<file path="src/tiered_irq_params.svh">
// constants for the tiered interrupt aggregation block
// assumes a 32-bit axi4-lite slave with word-aligned registers
`ifndef TIERED_IRQ_PARAMS_SVH
`define TIERED_IRQ_PARAMS_SVH
`define OFS_SUMMARY   12'h000
`define OFS_CTRL      12'h004
`define OFS_MSI       12'h008
`define OFS_PORTS     12'h00C
`define OFS_STATUS_B  12'h100
`define OFS_MASK_B    12'h180
`define CTRL_IE_BIT   0
`define CTRL_FB_BIT   1
`define MSI_ON_BIT    0
`define MSI_MME_LSB   4
`define MSI_MMC_LSB   1
`define RESP_OKAY     2'h0
`define RESP_SLVERR   2'h2
`define MAX_MSG       16
`endif

</file>
<file path="src/tiered_irq_pkg.sv">
// types shared by the interrupt aggregation block
// assumes the params header is compiled alongside
package tiered_irq_pkg;
	typedef struct packed {
		logic       valid;
		logic [4:0] vector;
	} msi_req_s;
	typedef enum logic [2:0] {
		MODE_WIRE   = 3'b001,
		MODE_SINGLE = 3'b010,
		MODE_MULTI  = 3'b100
	} irq_mode_e;
endpackage : tiered_irq_pkg

</file>
<file path="src/port_event_slice.sv">
// one port: sticky event status, enable mask, virtual wire, send trigger
// assumes status clears come from the bus as write-one-to-clear
`timescale 1ns/1ps
module port_event_slice #(
	parameter int W = 32
) (
	input  wire logic         ref_clk,
	input  wire logic         rst,
	input  wire logic [W-1:0] event_in,
	input  wire logic [W-1:0] clr_mask,
	input  wire logic         mask_we,
	input  wire logic [W-1:0] mask_wdata,
	output logic      [W-1:0] status,
	output logic      [W-1:0] mask,
	output logic              vwire,
	output logic              trigger
);
	typedef struct packed {
		logic [W-1:0] st;
		logic [W-1:0] en;
	} slice_s;
	slice_s q, d;
	logic [W-1:0] new_st;
	logic [W-1:0] new_en;
	// set wins over a coincident clear
	always_comb begin
		d = q;
		new_st = (q.st & ~clr_mask) | event_in;
		new_en = mask_we ? mask_wdata : q.en;
		d.st = new_st;
		d.en = new_en;
	end
	always_ff @(posedge ref_clk) begin
		if (rst) begin
			q <= '0;
		end else begin
			q <= d;
		end
	end
	assign status = q.st;
	assign mask   = q.en;
	assign vwire  = |(q.st & q.en);
	// new enabled bit, partial clear leaving enabled bits, or enable rising on set status
	assign trigger = (|(d.st & ~q.st & d.en))
		| ((|(q.st & ~d.st)) & (|(d.st & d.en)))
		| (|(d.en & ~q.en & d.st));
endmodule : port_event_slice

</file>
<file path="src/tiered_msi_interrupt_logic.sv">
// top of the interrupt aggregation: axi4-lite registers, port slices, msi issue
// assumes events are same-clock pulses and msi_ack is from the bus master logic
// assumes software keeps one write and one read outstanding at most
// assumes the grant field is written only while the block is quiet
// the fallback choice is fixed at build time, not by software
`timescale 1ns/1ps
`include "tiered_irq_params.svh"
module tiered_msi_interrupt_logic
	import tiered_irq_pkg::*;
#(
	parameter int         NPORTS    = 6,
	parameter int         EW        = 32,
	parameter logic [31:0] PORTS_MAP = 32'h0000003F,
	parameter logic       FALLBACK  = 1'b0
) (
	input  wire logic                ref_clk,
	input  wire logic                rst,
	// per-port event pulses, one 32-bit word a port
	input  wire logic [NPORTS*EW-1:0] port_events,
	// host side: wire line and message requests with back-pressure
	output logic                     irq_wire_n,
	output msi_req_s                 msi_req,
	input  wire logic                msi_ack,
	// axi4-lite write side: address, data and response channels
	input  wire logic [11:0]         s_axi_awaddr,
	input  wire logic                s_axi_awvalid,
	output logic                     s_axi_awready,
	input  wire logic [31:0]         s_axi_wdata,
	input  wire logic [3:0]          s_axi_wstrb,
	input  wire logic                s_axi_wvalid,
	output logic                     s_axi_wready,
	output logic [1:0]               s_axi_bresp,
	output logic                     s_axi_bvalid,
	input  wire logic                s_axi_bready,
	// axi4-lite read side: address and data channels
	input  wire logic [11:0]         s_axi_araddr,
	input  wire logic                s_axi_arvalid,
	output logic                     s_axi_arready,
	output logic [31:0]              s_axi_rdata,
	output logic [1:0]               s_axi_rresp,
	output logic                     s_axi_rvalid,
	input  wire logic                s_axi_rready
);

	// highest summary bit in use fixes the capable count
	// worked out at elaboration, so the field costs no logic
	// limited to 32 ports, the width of the summary word
	function automatic logic [2:0] log2_cover(input int n);
		logic [2:0] r;
		r = 3'h0;
		for (int i = 0; i < 6; i++) begin
			if ((1 << i) < n) begin
				r = 3'(i + 1);
			end
		end
		return r;
	endfunction : log2_cover
	localparam logic [2:0] CAP_CNT = log2_cover(NPORTS);


	// whole state of the top in one record
	typedef struct packed {
		// first tier and global controls
		logic [31:0] summary;
		logic        gie;
		logic        msi_on;
		logic [2:0]  granted;
		// message bookkeeping: previous summary, pending sends, request
		logic [31:0] last_summary;
		logic        pend;
		logic [4:0]  pend_vec;
		logic [`MAX_MSG-1:0] pend_multi;
		logic        req_v;
		logic [4:0]  req_vec;
		// write halves held until both are in
		logic        aw_have;
		logic [11:0] aw_addr;
		logic        w_have;
		logic [31:0] w_data;
		logic [3:0]  w_strb;
		// bus answers
		logic        bvalid;
		logic [1:0]  bresp;
		logic        rvalid;
		logic [1:0]  rresp;
		logic [31:0] rdata;
		// registered so the pin never glitches
		logic        wire_n;
	} top_s;
	top_s q, d;

	logic [NPORTS-1:0]    vwire;
	logic [NPORTS-1:0]    ptrig;
	logic [EW-1:0]        pst   [NPORTS];
	logic [EW-1:0]        pen   [NPORTS];
	logic [NPORTS-1:0]    st_clr_sel;
	logic [NPORTS-1:0]    en_we_sel;
	logic                 wr_go;
	logic [31:0]          wmask;


	// both halves of a write must be held before it retires
	// a pending response stalls the next write instead of losing it
	assign wr_go = q.aw_have && q.w_have && !q.bvalid;
	always_comb begin
		wmask = '0;
		for (int b = 0; b < 4; b++) begin
			if (q.w_strb[b]) begin
				wmask[b*8 +: 8] = 8'hFF;
			end
		end
	end


	// port slices: status and enable state per port
	// byte strobes merge into the mask so partial writes keep other bytes
	for (genvar p = 0; p < NPORTS; p++) begin : g_port
		assign st_clr_sel[p] = wr_go && (q.aw_addr == 12'(`OFS_STATUS_B + 4*p));
		assign en_we_sel[p]  = wr_go && (q.aw_addr == 12'(`OFS_MASK_B + 4*p));
		port_event_slice #(.W(EW)) u_slice (
			.ref_clk    (ref_clk),
			.rst        (rst),
			.event_in   (port_events[p*EW +: EW]),
			.clr_mask   (st_clr_sel[p] ? (q.w_data & wmask) : '0),
			.mask_we    (en_we_sel[p]),
			.mask_wdata ((q.w_data & wmask) | (pen[p] & ~wmask)),
			.status     (pst[p]),
			.mask       (pen[p]),
			.vwire      (vwire[p]),
			.trigger    (ptrig[p])
		);
	end


	// signalling mode from the msi controls and the grant
	// a short grant shares the last message unless built to fall back
	// grant zero with msi on behaves as a single message
	irq_mode_e mode;
	logic      short_grant;
	logic [4:0] grant_n;
	always_comb begin
		grant_n = 5'(1 << q.granted);
		short_grant = (q.granted < CAP_CNT);
		if (!q.msi_on || q.granted == 3'h0) begin
			mode = q.msi_on ? MODE_SINGLE : MODE_WIRE;
		end else if (short_grant && FALLBACK) begin
			mode = MODE_SINGLE;
		end else begin
			mode = MODE_MULTI;
		end
	end


	logic [31:0] rd_word;
	// read mux, decoded straight from the address on the bus
	// a status or mask word is picked by its port's offset
	always_comb begin
		rd_word = 32'h00000000;
		case (s_axi_araddr)
			`OFS_SUMMARY: rd_word = q.summary;
			`OFS_CTRL:    rd_word = {30'h0, FALLBACK & short_grant & q.msi_on,
				q.gie};
			`OFS_MSI:     rd_word = {25'h0, q.granted, CAP_CNT, q.msi_on};
			`OFS_PORTS:   rd_word = PORTS_MAP;
			default: begin
				for (int p = 0; p < NPORTS; p++) begin
					if (s_axi_araddr == 12'(`OFS_STATUS_B + 4*p)) begin
						rd_word = 32'(pst[p]);
					end
					if (s_axi_araddr == 12'(`OFS_MASK_B + 4*p)) begin
						rd_word = 32'(pen[p]);
					end
				end
			end
		endcase
	end


	// main next-state logic: decode, summary, messages, bus channels
	// unmapped offsets answer with an error rather than hang the bus, except unaligned writes up to OFS_PORTS, which answer okay
	logic        rd_hit;
	logic        wr_hit;
	logic [31:0] sum_next;
	logic        single_ev;
	logic [`MAX_MSG-1:0] multi_ev;
	logic [4:0]  vec;
	always_comb begin
		rd_hit = (s_axi_araddr <= `OFS_PORTS) && (s_axi_araddr[1:0] == 2'h0);
		wr_hit = (q.aw_addr <= `OFS_PORTS);
		for (int p = 0; p < NPORTS; p++) begin
			if (s_axi_araddr == 12'(`OFS_STATUS_B + 4*p)) rd_hit = 1'b1;
			if (s_axi_araddr == 12'(`OFS_MASK_B + 4*p)) rd_hit = 1'b1;
			if (q.aw_addr == 12'(`OFS_STATUS_B + 4*p)) wr_hit = 1'b1;
			if (q.aw_addr == 12'(`OFS_MASK_B + 4*p)) wr_hit = 1'b1;
		end
		d = q;
		vec = 5'h00;
		// summary: w1c, but live wire level re-sets the bit
		// set wins, so a clear racing a live wire never loses the port
		sum_next = q.summary;
		if (wr_go && q.aw_addr == `OFS_SUMMARY) begin
			sum_next = q.summary & ~(q.w_data & wmask);
		end
		sum_next = sum_next | 32'(vwire);
		d.summary = sum_next;
		d.last_summary = q.summary;
		if (wr_go && q.aw_addr == `OFS_CTRL && q.w_strb[0]) begin
			d.gie = q.w_data[`CTRL_IE_BIT];
		end
		if (wr_go && q.aw_addr == `OFS_MSI && q.w_strb[0]) begin
			d.msi_on  = q.w_data[`MSI_ON_BIT];
			d.granted = (q.w_data[`MSI_MME_LSB +: 3] > CAP_CNT) ? CAP_CNT
				: q.w_data[`MSI_MME_LSB +: 3];
		end
		// any change that leaves a bit set sends in single mode
		// compared one cycle late, so the send trails the summary by two
		single_ev = (q.summary != q.last_summary) && (q.summary != 32'h0);
		// map ports to messages, overflow to the top granted one
		multi_ev = '0;
		for (int p = 0; p < NPORTS; p++) begin
			vec = (p < 32'(grant_n)) ? 5'(p) : 5'(grant_n - 5'h1);
			if (ptrig[p] && vec < 5'(`MAX_MSG)) begin
				multi_ev[vec[3:0]] = 1'b1;
			end
		end
		// events park in pending while a request is outstanding
		// many events for one message in that time merge into one further send
		if (mode == MODE_SINGLE && single_ev) d.pend = 1'b1;
		if (mode == MODE_MULTI) d.pend_multi = q.pend_multi | multi_ev;
		if (!q.gie || !q.msi_on) begin
			d.pend = 1'b0;
			d.pend_multi = '0;
		end
		// issue one request a cycle at most, lowest message first
		// back-pressure holds the pending bits, it never drops them
		d.req_v = 1'b0;
		if (q.gie && !q.req_v && !msi_ack) begin
			if (q.pend) begin
				d.req_v = 1'b1;
				d.req_vec = 5'h0;
				d.pend = 1'b0;
			end else if (|q.pend_multi) begin
				for (int m = `MAX_MSG-1; m >= 0; m--) begin
					if (q.pend_multi[m]) d.req_vec = 5'(m);
				end
				d.req_v = 1'b1;
				d.pend_multi[d.req_vec[3:0]] = multi_ev[d.req_vec[3:0]];
			end
		end
		// wire is a level: follows the summary one cycle later
		d.wire_n = !(mode == MODE_WIRE && q.gie && (|q.summary));
		// axi write capture, either order
		if (s_axi_awvalid && s_axi_awready) begin
			d.aw_have = 1'b1;
			d.aw_addr = s_axi_awaddr;
		end
		if (s_axi_wvalid && s_axi_wready) begin
			d.w_have = 1'b1;
			d.w_data = s_axi_wdata;
			d.w_strb = s_axi_wstrb;
		end
		if (wr_go) begin
			d.aw_have = 1'b0;
			d.w_have = 1'b0;
			d.bvalid = 1'b1;
			d.bresp = wr_hit ? `RESP_OKAY : `RESP_SLVERR;
		end
		if (q.bvalid && s_axi_bready) d.bvalid = 1'b0;

		// axi read: one cycle to data
		// data are frozen in the state until the master takes them
		if (s_axi_arvalid && s_axi_arready) begin
			d.rvalid = 1'b1;
			d.rdata = rd_hit ? rd_word : 32'h0;
			d.rresp = rd_hit ? `RESP_OKAY : `RESP_SLVERR;
		end else if (q.rvalid && s_axi_rready) begin
			d.rvalid = 1'b0;
		end
	end

	// state register; the wire line idles high out of reset
	always_ff @(posedge ref_clk) begin
		if (rst) begin
			q <= '0;
			q.wire_n <= 1'b1;
		end else begin
			q <= d;
		end
	end


	// ready is low only while a channel's item is held
	assign s_axi_awready = !q.aw_have;
	assign s_axi_wready  = !q.w_have;
	assign s_axi_bvalid  = q.bvalid;
	assign s_axi_bresp   = q.bresp;
	assign s_axi_arready = !q.rvalid;
	assign s_axi_rvalid  = q.rvalid;
	assign s_axi_rdata   = q.rdata;
	assign s_axi_rresp   = q.rresp;
	// host side outputs straight from flip-flops
	assign irq_wire_n    = q.wire_n;
	assign msi_req.valid  = q.req_v;
	assign msi_req.vector = q.req_vec;
endmodule : tiered_msi_interrupt_logic

</file>
<file path="config.mk">
export PLATFORM = sky130hd
export DESIGN_NAME = tiered_msi_interrupt_logic
export DESIGN_NICKNAME = d
export VERILOG_FILES = /design/src/tiered_irq_pkg.sv /design/src/port_event_slice.sv /design/src/tiered_msi_interrupt_logic.sv
export VERILOG_INCLUDE_DIRS = /design/src
export SDC_FILE = /design/constraint.sdc
export NUM_CORES = 2
export LEC_CHECK = 0
export ABC_AREA = 1
export BUFFER_PORTS_ARGS = -buffer_cell sky130_fd_sc_hd__buf_2
export CORE_MARGIN = 2
export CORE_UTILIZATION = 56
export DETAILED_ROUTE_END_ITERATION = 7
export GPL_TIMING_DRIVEN = 0
export PLACE_DENSITY_LB_ADDON = 0.3
export REMOVE_ABC_BUFFERS = 1
export SLEW_MARGIN = 20
export SYNTH_ARGS = -nofsm -noshare
export SYNTH_HDL_FRONTEND = slang
export SYNTH_HIERARCHICAL = 1
export SYNTH_SLANG_ARGS = --single-unit
</file>
<file path="constraint.sdc">
create_clock -name ref_clk -period 3.3 [get_ports ref_clk]
set_input_delay 0.33 -clock ref_clk [delete_from_list [all_inputs] [get_ports ref_clk]]
set_output_delay 0.33 -clock ref_clk [all_outputs]
set_load 0.03 [all_outputs]
</file>
== After elaboration in Yosys (flattened, before gate mapping) ==
Cells that the tools add are included.

* Output and inout port bits: 48
* Flip-flop bits (word level): 565

* Shifts and indexed selects: 1
* Reduce and logical (&&, ||, !) cells: 99
* Bitwise gates (word level): 120
* Eq/ne operators: 34
* Multiplexer cells: 120
* $lt $le $gt $ge: 29
* Add/subtract/negate cells: 1

{| class="wikitable"
|+ Operator list
! operator !! number
|-
| bitwise AND 32 bit || 56
|-
| OR reduction 32 bit || 31
|-
| 2-to-1 mux 32 bit || 26
|-
| inverter 32 bit || 26
|-
| OR 32 bit || 12
|-
| equality test 12 x 9 -> 1 bit, second input constant || 24
|-
| 2-to-1 mux 16 bit || 9
|-
| one-hot mux 32 bit (4 select lines) || 1
|-
| 2-to-1 mux 5 bit || 25
|-
| OR 16 bit || 6
|-
| logical AND 1 bit || 44
|-
| 2-to-1 mux 22 bit || 2
|-
| 2-to-1 mux 1 bit || 38
|-
| equality test 12 x 4 -> 1 bit, second input constant || 3
|-
| < comparator 4 x 5 -> 1 bit, second input constant || 7
|-
| 2-to-1 mux 8 bit || 4
|-
| inequality test 32 bit || 1
|-
| OR 32 x 6 -> 32 bit || 1
|-
| nonzero test 32 bit || 1
|-
| < comparator 5 bit, second input constant || 6
|-
| demux 1 bit (select 4 bit) || 7
|-
| greater-or-equal comparator 4 x 1 -> 1 bit, second input constant || 7
|-
| equality test 12 x 3 -> 1 bit, second input constant || 2
|-
| less-or-equal comparator 12 x 4 -> 1 bit, second input constant || 2
|-
| other kinds (28) || 63
|}

== Logic depth before layout (Yosys ltp) ==
* Depth in word-level cells: 32
* Mapped depth: 32

== Cells and area by module ==
Netlist, hierarchy kept.

{| class="wikitable"
|+ By module, submodules not included
! module !! area an instance (µm²) !! times used !! cells each
|-
| port_event_slice || 4250.3 || 6 || 776
|-
| tiered_msi_interrupt_logic || 13954.6 || 1 || 2427
|}

== Least setup slack after synthesis ==
OpenSTA, ideal clock, no wires.

* Path type: register to register
* Start: register q[75] in the netlist's numbering
* End: register q[102] in the netlist's numbering
* Arrival time: 3666 ps
* Cell stages (with the launch flop): 29
* Data required time: 3183 ps
* Period minus slack after synthesis: 3783 ps
* Setup slack: -483 ps
* Path buffers: 2
* Cell sequence: dfxtp_1 > inv_1 > nor3_2 > inv_1 > clkbuf_1 > nor4_1 > inv_2 > buf_6 > nand2_1 > nand2_1 > nand2_1 > nand2_1 > nor2_1 > nand2_1 > nor2_1 > nand2_1 > nand2_1 > nand3_1 > o22ai_1 > o22ai_1 > nor2_1 > nand2_1 > nand4_1 > nand2_1 > nand3b_4 > nand2_4 > nand3_4 > nor2_1 > nor2_1

* Elaborated cells on any way between the ends: 154
* Those cells by class: mux: 26; bitwise: 84; reduce/logical: 44

{| class="wikitable"
|+ RTL lines
! element !! line !! text
|-
| start, declared || tiered_msi_interrupt_logic.sv:90 || <nowiki>top_s q, d;</nowiki>
|-
| logical AND 1 bit * (2 in a row) || tiered_msi_interrupt_logic.sv:104 || <nowiki>assign wr_go = q.aw_have && q.w_have && !q.bvalid;</nowiki>
|-
| logical AND 1 bit * || tiered_msi_interrupt_logic.sv:119 || <nowiki>assign en_we_sel[p] = wr_go && (q.aw_addr == 12'(`OFS_MASK_B + 4*p));</nowiki>
|-
| via en_we_sel[5] || tiered_msi_interrupt_logic.sv:97 || <nowiki>logic [NPORTS-1:0] en_we_sel;</nowiki>
|-
| 2-to-1 mux 32 bit * || port_event_slice.sv:29 || <nowiki>new_en = mask_we ? mask_wdata : q.en;</nowiki>
|-
| bitwise AND 32 bit || port_event_slice.sv:45 || <nowiki>| ((|(q.st & ~d.st)) & (|(d.st & d.en)))</nowiki>
|-
| OR reduction 32 bit || port_event_slice.sv:45 ||
|-
| bitwise AND 1 bit || port_event_slice.sv:45 ||
|-
| OR 1 bit || port_event_slice.sv:45 ||
|-
| OR 1 bit * || port_event_slice.sv:46 || <nowiki>| (|(d.en & ~q.en & d.st));</nowiki>
|-
| via ptrig[5] || tiered_msi_interrupt_logic.sv:93 || <nowiki>logic [NPORTS-1:0] ptrig;</nowiki>
|-
| logical AND 1 bit * || tiered_msi_interrupt_logic.sv:222 || <nowiki>if (ptrig[p] && vec < 5'(`MAX_MSG)) begin</nowiki>
|-
| 2-to-1 mux 16 bit * || tiered_msi_interrupt_logic.sv:222 ||
|-
| parallel branches: the longest is 6 deep, another holds 2-to-1 mux 22 bit || n/a ||
|-
| 2-to-1 mux 22 bit * || tiered_msi_interrupt_logic.sv:237 || <nowiki>if (q.gie && !q.req_v && !msi_ack) begin</nowiki>
|}

Mark *: on every way through the listed nets, which the timed path passes. The select of a mux whose other input is x is not followed.
A chain may end at the register's enable or synchronous reset.

== Worst setup path in the final report ==
* Start: register q[75] in the netlist's numbering
* End: register q[100] in the netlist's numbering

* Elaborated cells on any way between the ends: 154
* Those cells by class: mux: 26; bitwise: 84; reduce/logical: 44

{| class="wikitable"
|+ RTL lines
! element !! line !! text
|-
| logical AND 1 bit * (2 in a row) || tiered_msi_interrupt_logic.sv:104 ||
|-
| logical AND 1 bit || tiered_msi_interrupt_logic.sv:118 || <nowiki>assign st_clr_sel[p] = wr_go && (q.aw_addr == 12'(`OFS_STATUS_B + 4*p));</nowiki>
|-
| 2-to-1 mux 32 bit || tiered_msi_interrupt_logic.sv:124 || <nowiki>.clr_mask (st_clr_sel[p] ? (q.w_data & wmask) : '0),</nowiki>
|-
| inverter 32 bit || port_event_slice.sv:28 || <nowiki>new_st = (q.st & ~clr_mask) | event_in;</nowiki>
|-
| bitwise AND 32 bit || port_event_slice.sv:28 ||
|-
| OR 32 bit || port_event_slice.sv:28 ||
|-
| inverter 32 bit || port_event_slice.sv:45 ||
|-
| bitwise AND 32 bit || port_event_slice.sv:45 ||
|-
| OR reduction 32 bit || port_event_slice.sv:45 ||
|-
| bitwise AND 1 bit || port_event_slice.sv:45 ||
|-
| OR 1 bit || port_event_slice.sv:45 ||
|-
| OR 1 bit * || port_event_slice.sv:46 ||
|-
| via ptrig[5] || tiered_msi_interrupt_logic.sv:93 ||
|-
| logical AND 1 bit * || tiered_msi_interrupt_logic.sv:222 ||
|-
| 2-to-1 mux 16 bit * || tiered_msi_interrupt_logic.sv:222 ||
|-
| parallel branches: the longest is 6 deep, another holds 2-to-1 mux 22 bit || n/a ||
|-
| 2-to-1 mux 22 bit * || tiered_msi_interrupt_logic.sv:237 ||
|}

Marks and branches as above.

==> flow_summary.ini <==
[die]
die_x_um = 269
core_mm2 = 0.0699
dieArea_mm2 = 0.0726
core.rowCount = 97
initial_core_util_pct = 56.4
io-pin-count = 308
die_y_um = 269

[setup_path]
crit_fanout = 15
startpoint = q[75]
r2r-end = q[100]
arrival_ns = 4.75
crit_end = q[100]
crit_required_ns = 3.81
crit_buf_inv = 8
rrSetupSlack_ns = -0.94
endpoint_kind = register
cpMostUsedCell = nand2_1
critical-path-slowest-cell = dfxtp_2
worst_path_largest_cell_delay_ns = 0.37
reg2reg_depth = 28
crit_family = simple AND/OR/NAND/NOR gates
cp_num_cells = 28
critPathLaunchType = register
critPathKind = register to register
r2r-start = q[75]

[power_and_ir_drop]
powerDensity_mw_per_mm2 = 369
power_frac_comb_pct = 9.4
p_seq_share_pct = 43.0
p_switching_mw = 4.83
internal-power_mw = 12.3
vdd_ir_drop_max_mv = 0.465
p_leak_nw = 22.8
clkPwrFrac_pct = 47.6
fin_total_pwr_mw = 17.1
sw_frac_of_total_pct = 28.2

[clock_network]
cts.clk_slew.worst_paths_ns = 0.06
cts-root-buf = clkbuf_16
htreeDepth = 3
clock_sinks = 562
clock_path_buffers = 3
tritoncts = built
clock_latency_ns = 0.64
cts_buffers = 68

[route]
wl_um = 182000
drt-initial-drc-count = 8405
firstDrtPassIters = 8
detail_route.wl_per_cell_um = 21.8
ant_nets = 0
vias = 49097
viasPerCell = 5.87
drc_errors = 34

[grt]
grt_pass1_vias = 42605
grt.overflow.total = 0
grt_max_degree = 111
antenna_found_initial = 9
grt_pass1_wl_um = 259000
grt_util_all_layers_pct = 47.0

[outcome]
status = finished, violations left
violations = design-rule violations, negative setup slack

[timing]
fin_ws_ns = -0.942
relSlewSlack_pct = 27.3
finalMaxSlewViolations = 0
setup-violations-final = 12
fmax_mhz = 236
holdWs_ns = 0.0172
timing.final.crit_period_ns = 4.24
finalCritPeriodShare_pct = 129
finalHoldViolations = 0
final.setup.tns_ns = -8.20
rsz0062_at_grt = true
tightest_slew_ns = 1.09
skew_ns = 0.0325

[place]
portBuffers = 304
dp_cells = 8081
place.gp.congestion = 1.06
post-dp-hpwl_um = 127000
postPlaceCellArea_mm2 = 0.0416
dp_slack_ns = -2.43

[layout]
area_delta_synth_final_pct = 17.7
final_cell_mix = nand2_1 (2087), inv_1 (1333), nor2_1 (834), dfxtp_1 (556), nand3_1 (470)
mostFrequentLayoutCell = nand2_1
fin_cells = 8363
drive_gt1_share_pct = 10.9
nets = 7629
fin_util_pct = 66.4
final_area_mm2 = 0.0464

[hold_path]
hold-path-cell-count = 3
hold_class = input port to register

[synth]
synthCells = 7083
synthesis.area_mm2 = 0.0395
yosysUniqueCellTypes = 48
avgSynthCellArea_um2 = 5.57
yosys_warnings = 6
ys_seq_area_share_pct = 28.5
ys_seq_elements = 562

[flow_run]
cap_viol_max_count = 0
[cell type report]
class / instances / area (um^2)
clock buffer: 93 / 1930
fill: 6652 / 23500
sequential: 562 / 11300
clock inverter: 29 / 412
multi-input combinational: 4862 / 22300
inverter: 1371 / 5200
tap: 940 / 1180
timing repair buffer: 502 / 4100
antenna: 4 / 10.0
[worst min-delay path, delay by kind of cell]
kind	cells	cell delay [ns]
buffers and inverters	2	0.14
AO/OA/AOI/OAI	1	0.14
[power by group through the flow]
| stage | Sequential [mW] | Clock [mW] | Combinational [mW] |
|---|---|---|---|
| CTS | 7.32 | 8.13 | 1.48 |
| global route | 7.36 | 8.35 | 1.71 |
| global placement | 7.49 | 0 | 1.31 |
| detailed placement | 7.46 | 0 | 1.38 |
| finish | 7.36 | 8.15 | 1.61 |
| floorplan | 7.35 | 0 | 0.684 |
[cell usage after synthesis (all sizes together)]
cell type  instances  share of area [%]
and2               6              0.095
nand2           2169                 21
nor2             913                8.9
buf              147                2.6
a31oi              4               0.10
conb               1             0.0095
or4                1              0.019
a21oi            404                5.1
nand4            137                2.2
o21ai            467                5.9
nor4b              1              0.022
nand3            481                6.2
clkbuf           151                1.4
o31ai              1              0.019
dfxtp            562                 29
nor4              16               0.27
o22ai              5              0.079
ha                 2              0.063
a32o               1              0.025
o221ai             2              0.044
a211oi             6               0.11
inv             1368                 13
o211ai            63                1.2
o21a               2              0.038
a21o               1              0.019
o2111ai           66                1.5
nor3              43               0.60
or2                9               0.14
o21bai             3              0.057
xnor2             22               0.49
nand3b            25               0.51
clkinv             3              0.029
a221oi             1              0.022
[per-layer routing]
| metal | track usage, % | share of wire (%) |
|---|---|---|
| met1 | 62.9 | 37 |
| met4 | 30.5 | 7.9 |
| met3 | 11.4 | 15 |
| met5 | 0 | 0.052 |
| met2 | 67.4 | 40 |
[repair_timing]
item / in CTS / in global routing
gates resized for setup: 148 / 127
pin swaps: 49 / 56
endpoints found under the setup margin: 84 / 35
buffers inserted: 43 / 31
endpoints found under the hold margin: 68 / 0
cloned: 9 / 6
hold buffers: 68 / 0
[cell families (layout without fill, tap and decap cells)]
family	count (synthesis)	after routing	synth area share, %
adder cells (fa/ha/maj)	2	2	0.0634
flip-flops	562	562	28.5
buffers and inverters	1669	1995	17.1
XOR/XNOR	22	22	0.488
AND/OR/NAND/NOR	3801	3809	39.6
AO/OA/AOI/OAI	1026	1026	14.2
other	1	7	0.00950
[flip-flops by register name, summed over array words and instances, names as in the netlist]
| register | cells |
|---|---|
| g_port.u_slice/mask | 192 |
| g_port.u_slice/status | 192 |
| q | 104 |
| d | 32 |
| s_axi_rdata | 32 |
| msi_req | 5 |
| irq_wire_n | 1 |
| s_axi_bresp | 1 |
| s_axi_bvalid | 1 |
| s_axi_rresp | 1 |
| s_axi_rvalid | 1 |
[worst min path at each step]
stage | slack, ns | start | endpoint
after detailed placement | 0.45 | q[101] | q[101]
after global routing | 0.04 | s_axi_rready | s_axi_rvalid
after CTS | 0.0005 | s_axi_wstrb[0] | q[39]
after floorplan | 0.40 | rst | d[117]
final | 0.02 | port_events[153] | g_port[4].u_slice/status[25]
after global placement | 0.45 | q[101] | q[101]
No activity file was read; power rests on OpenSTA's default activity.
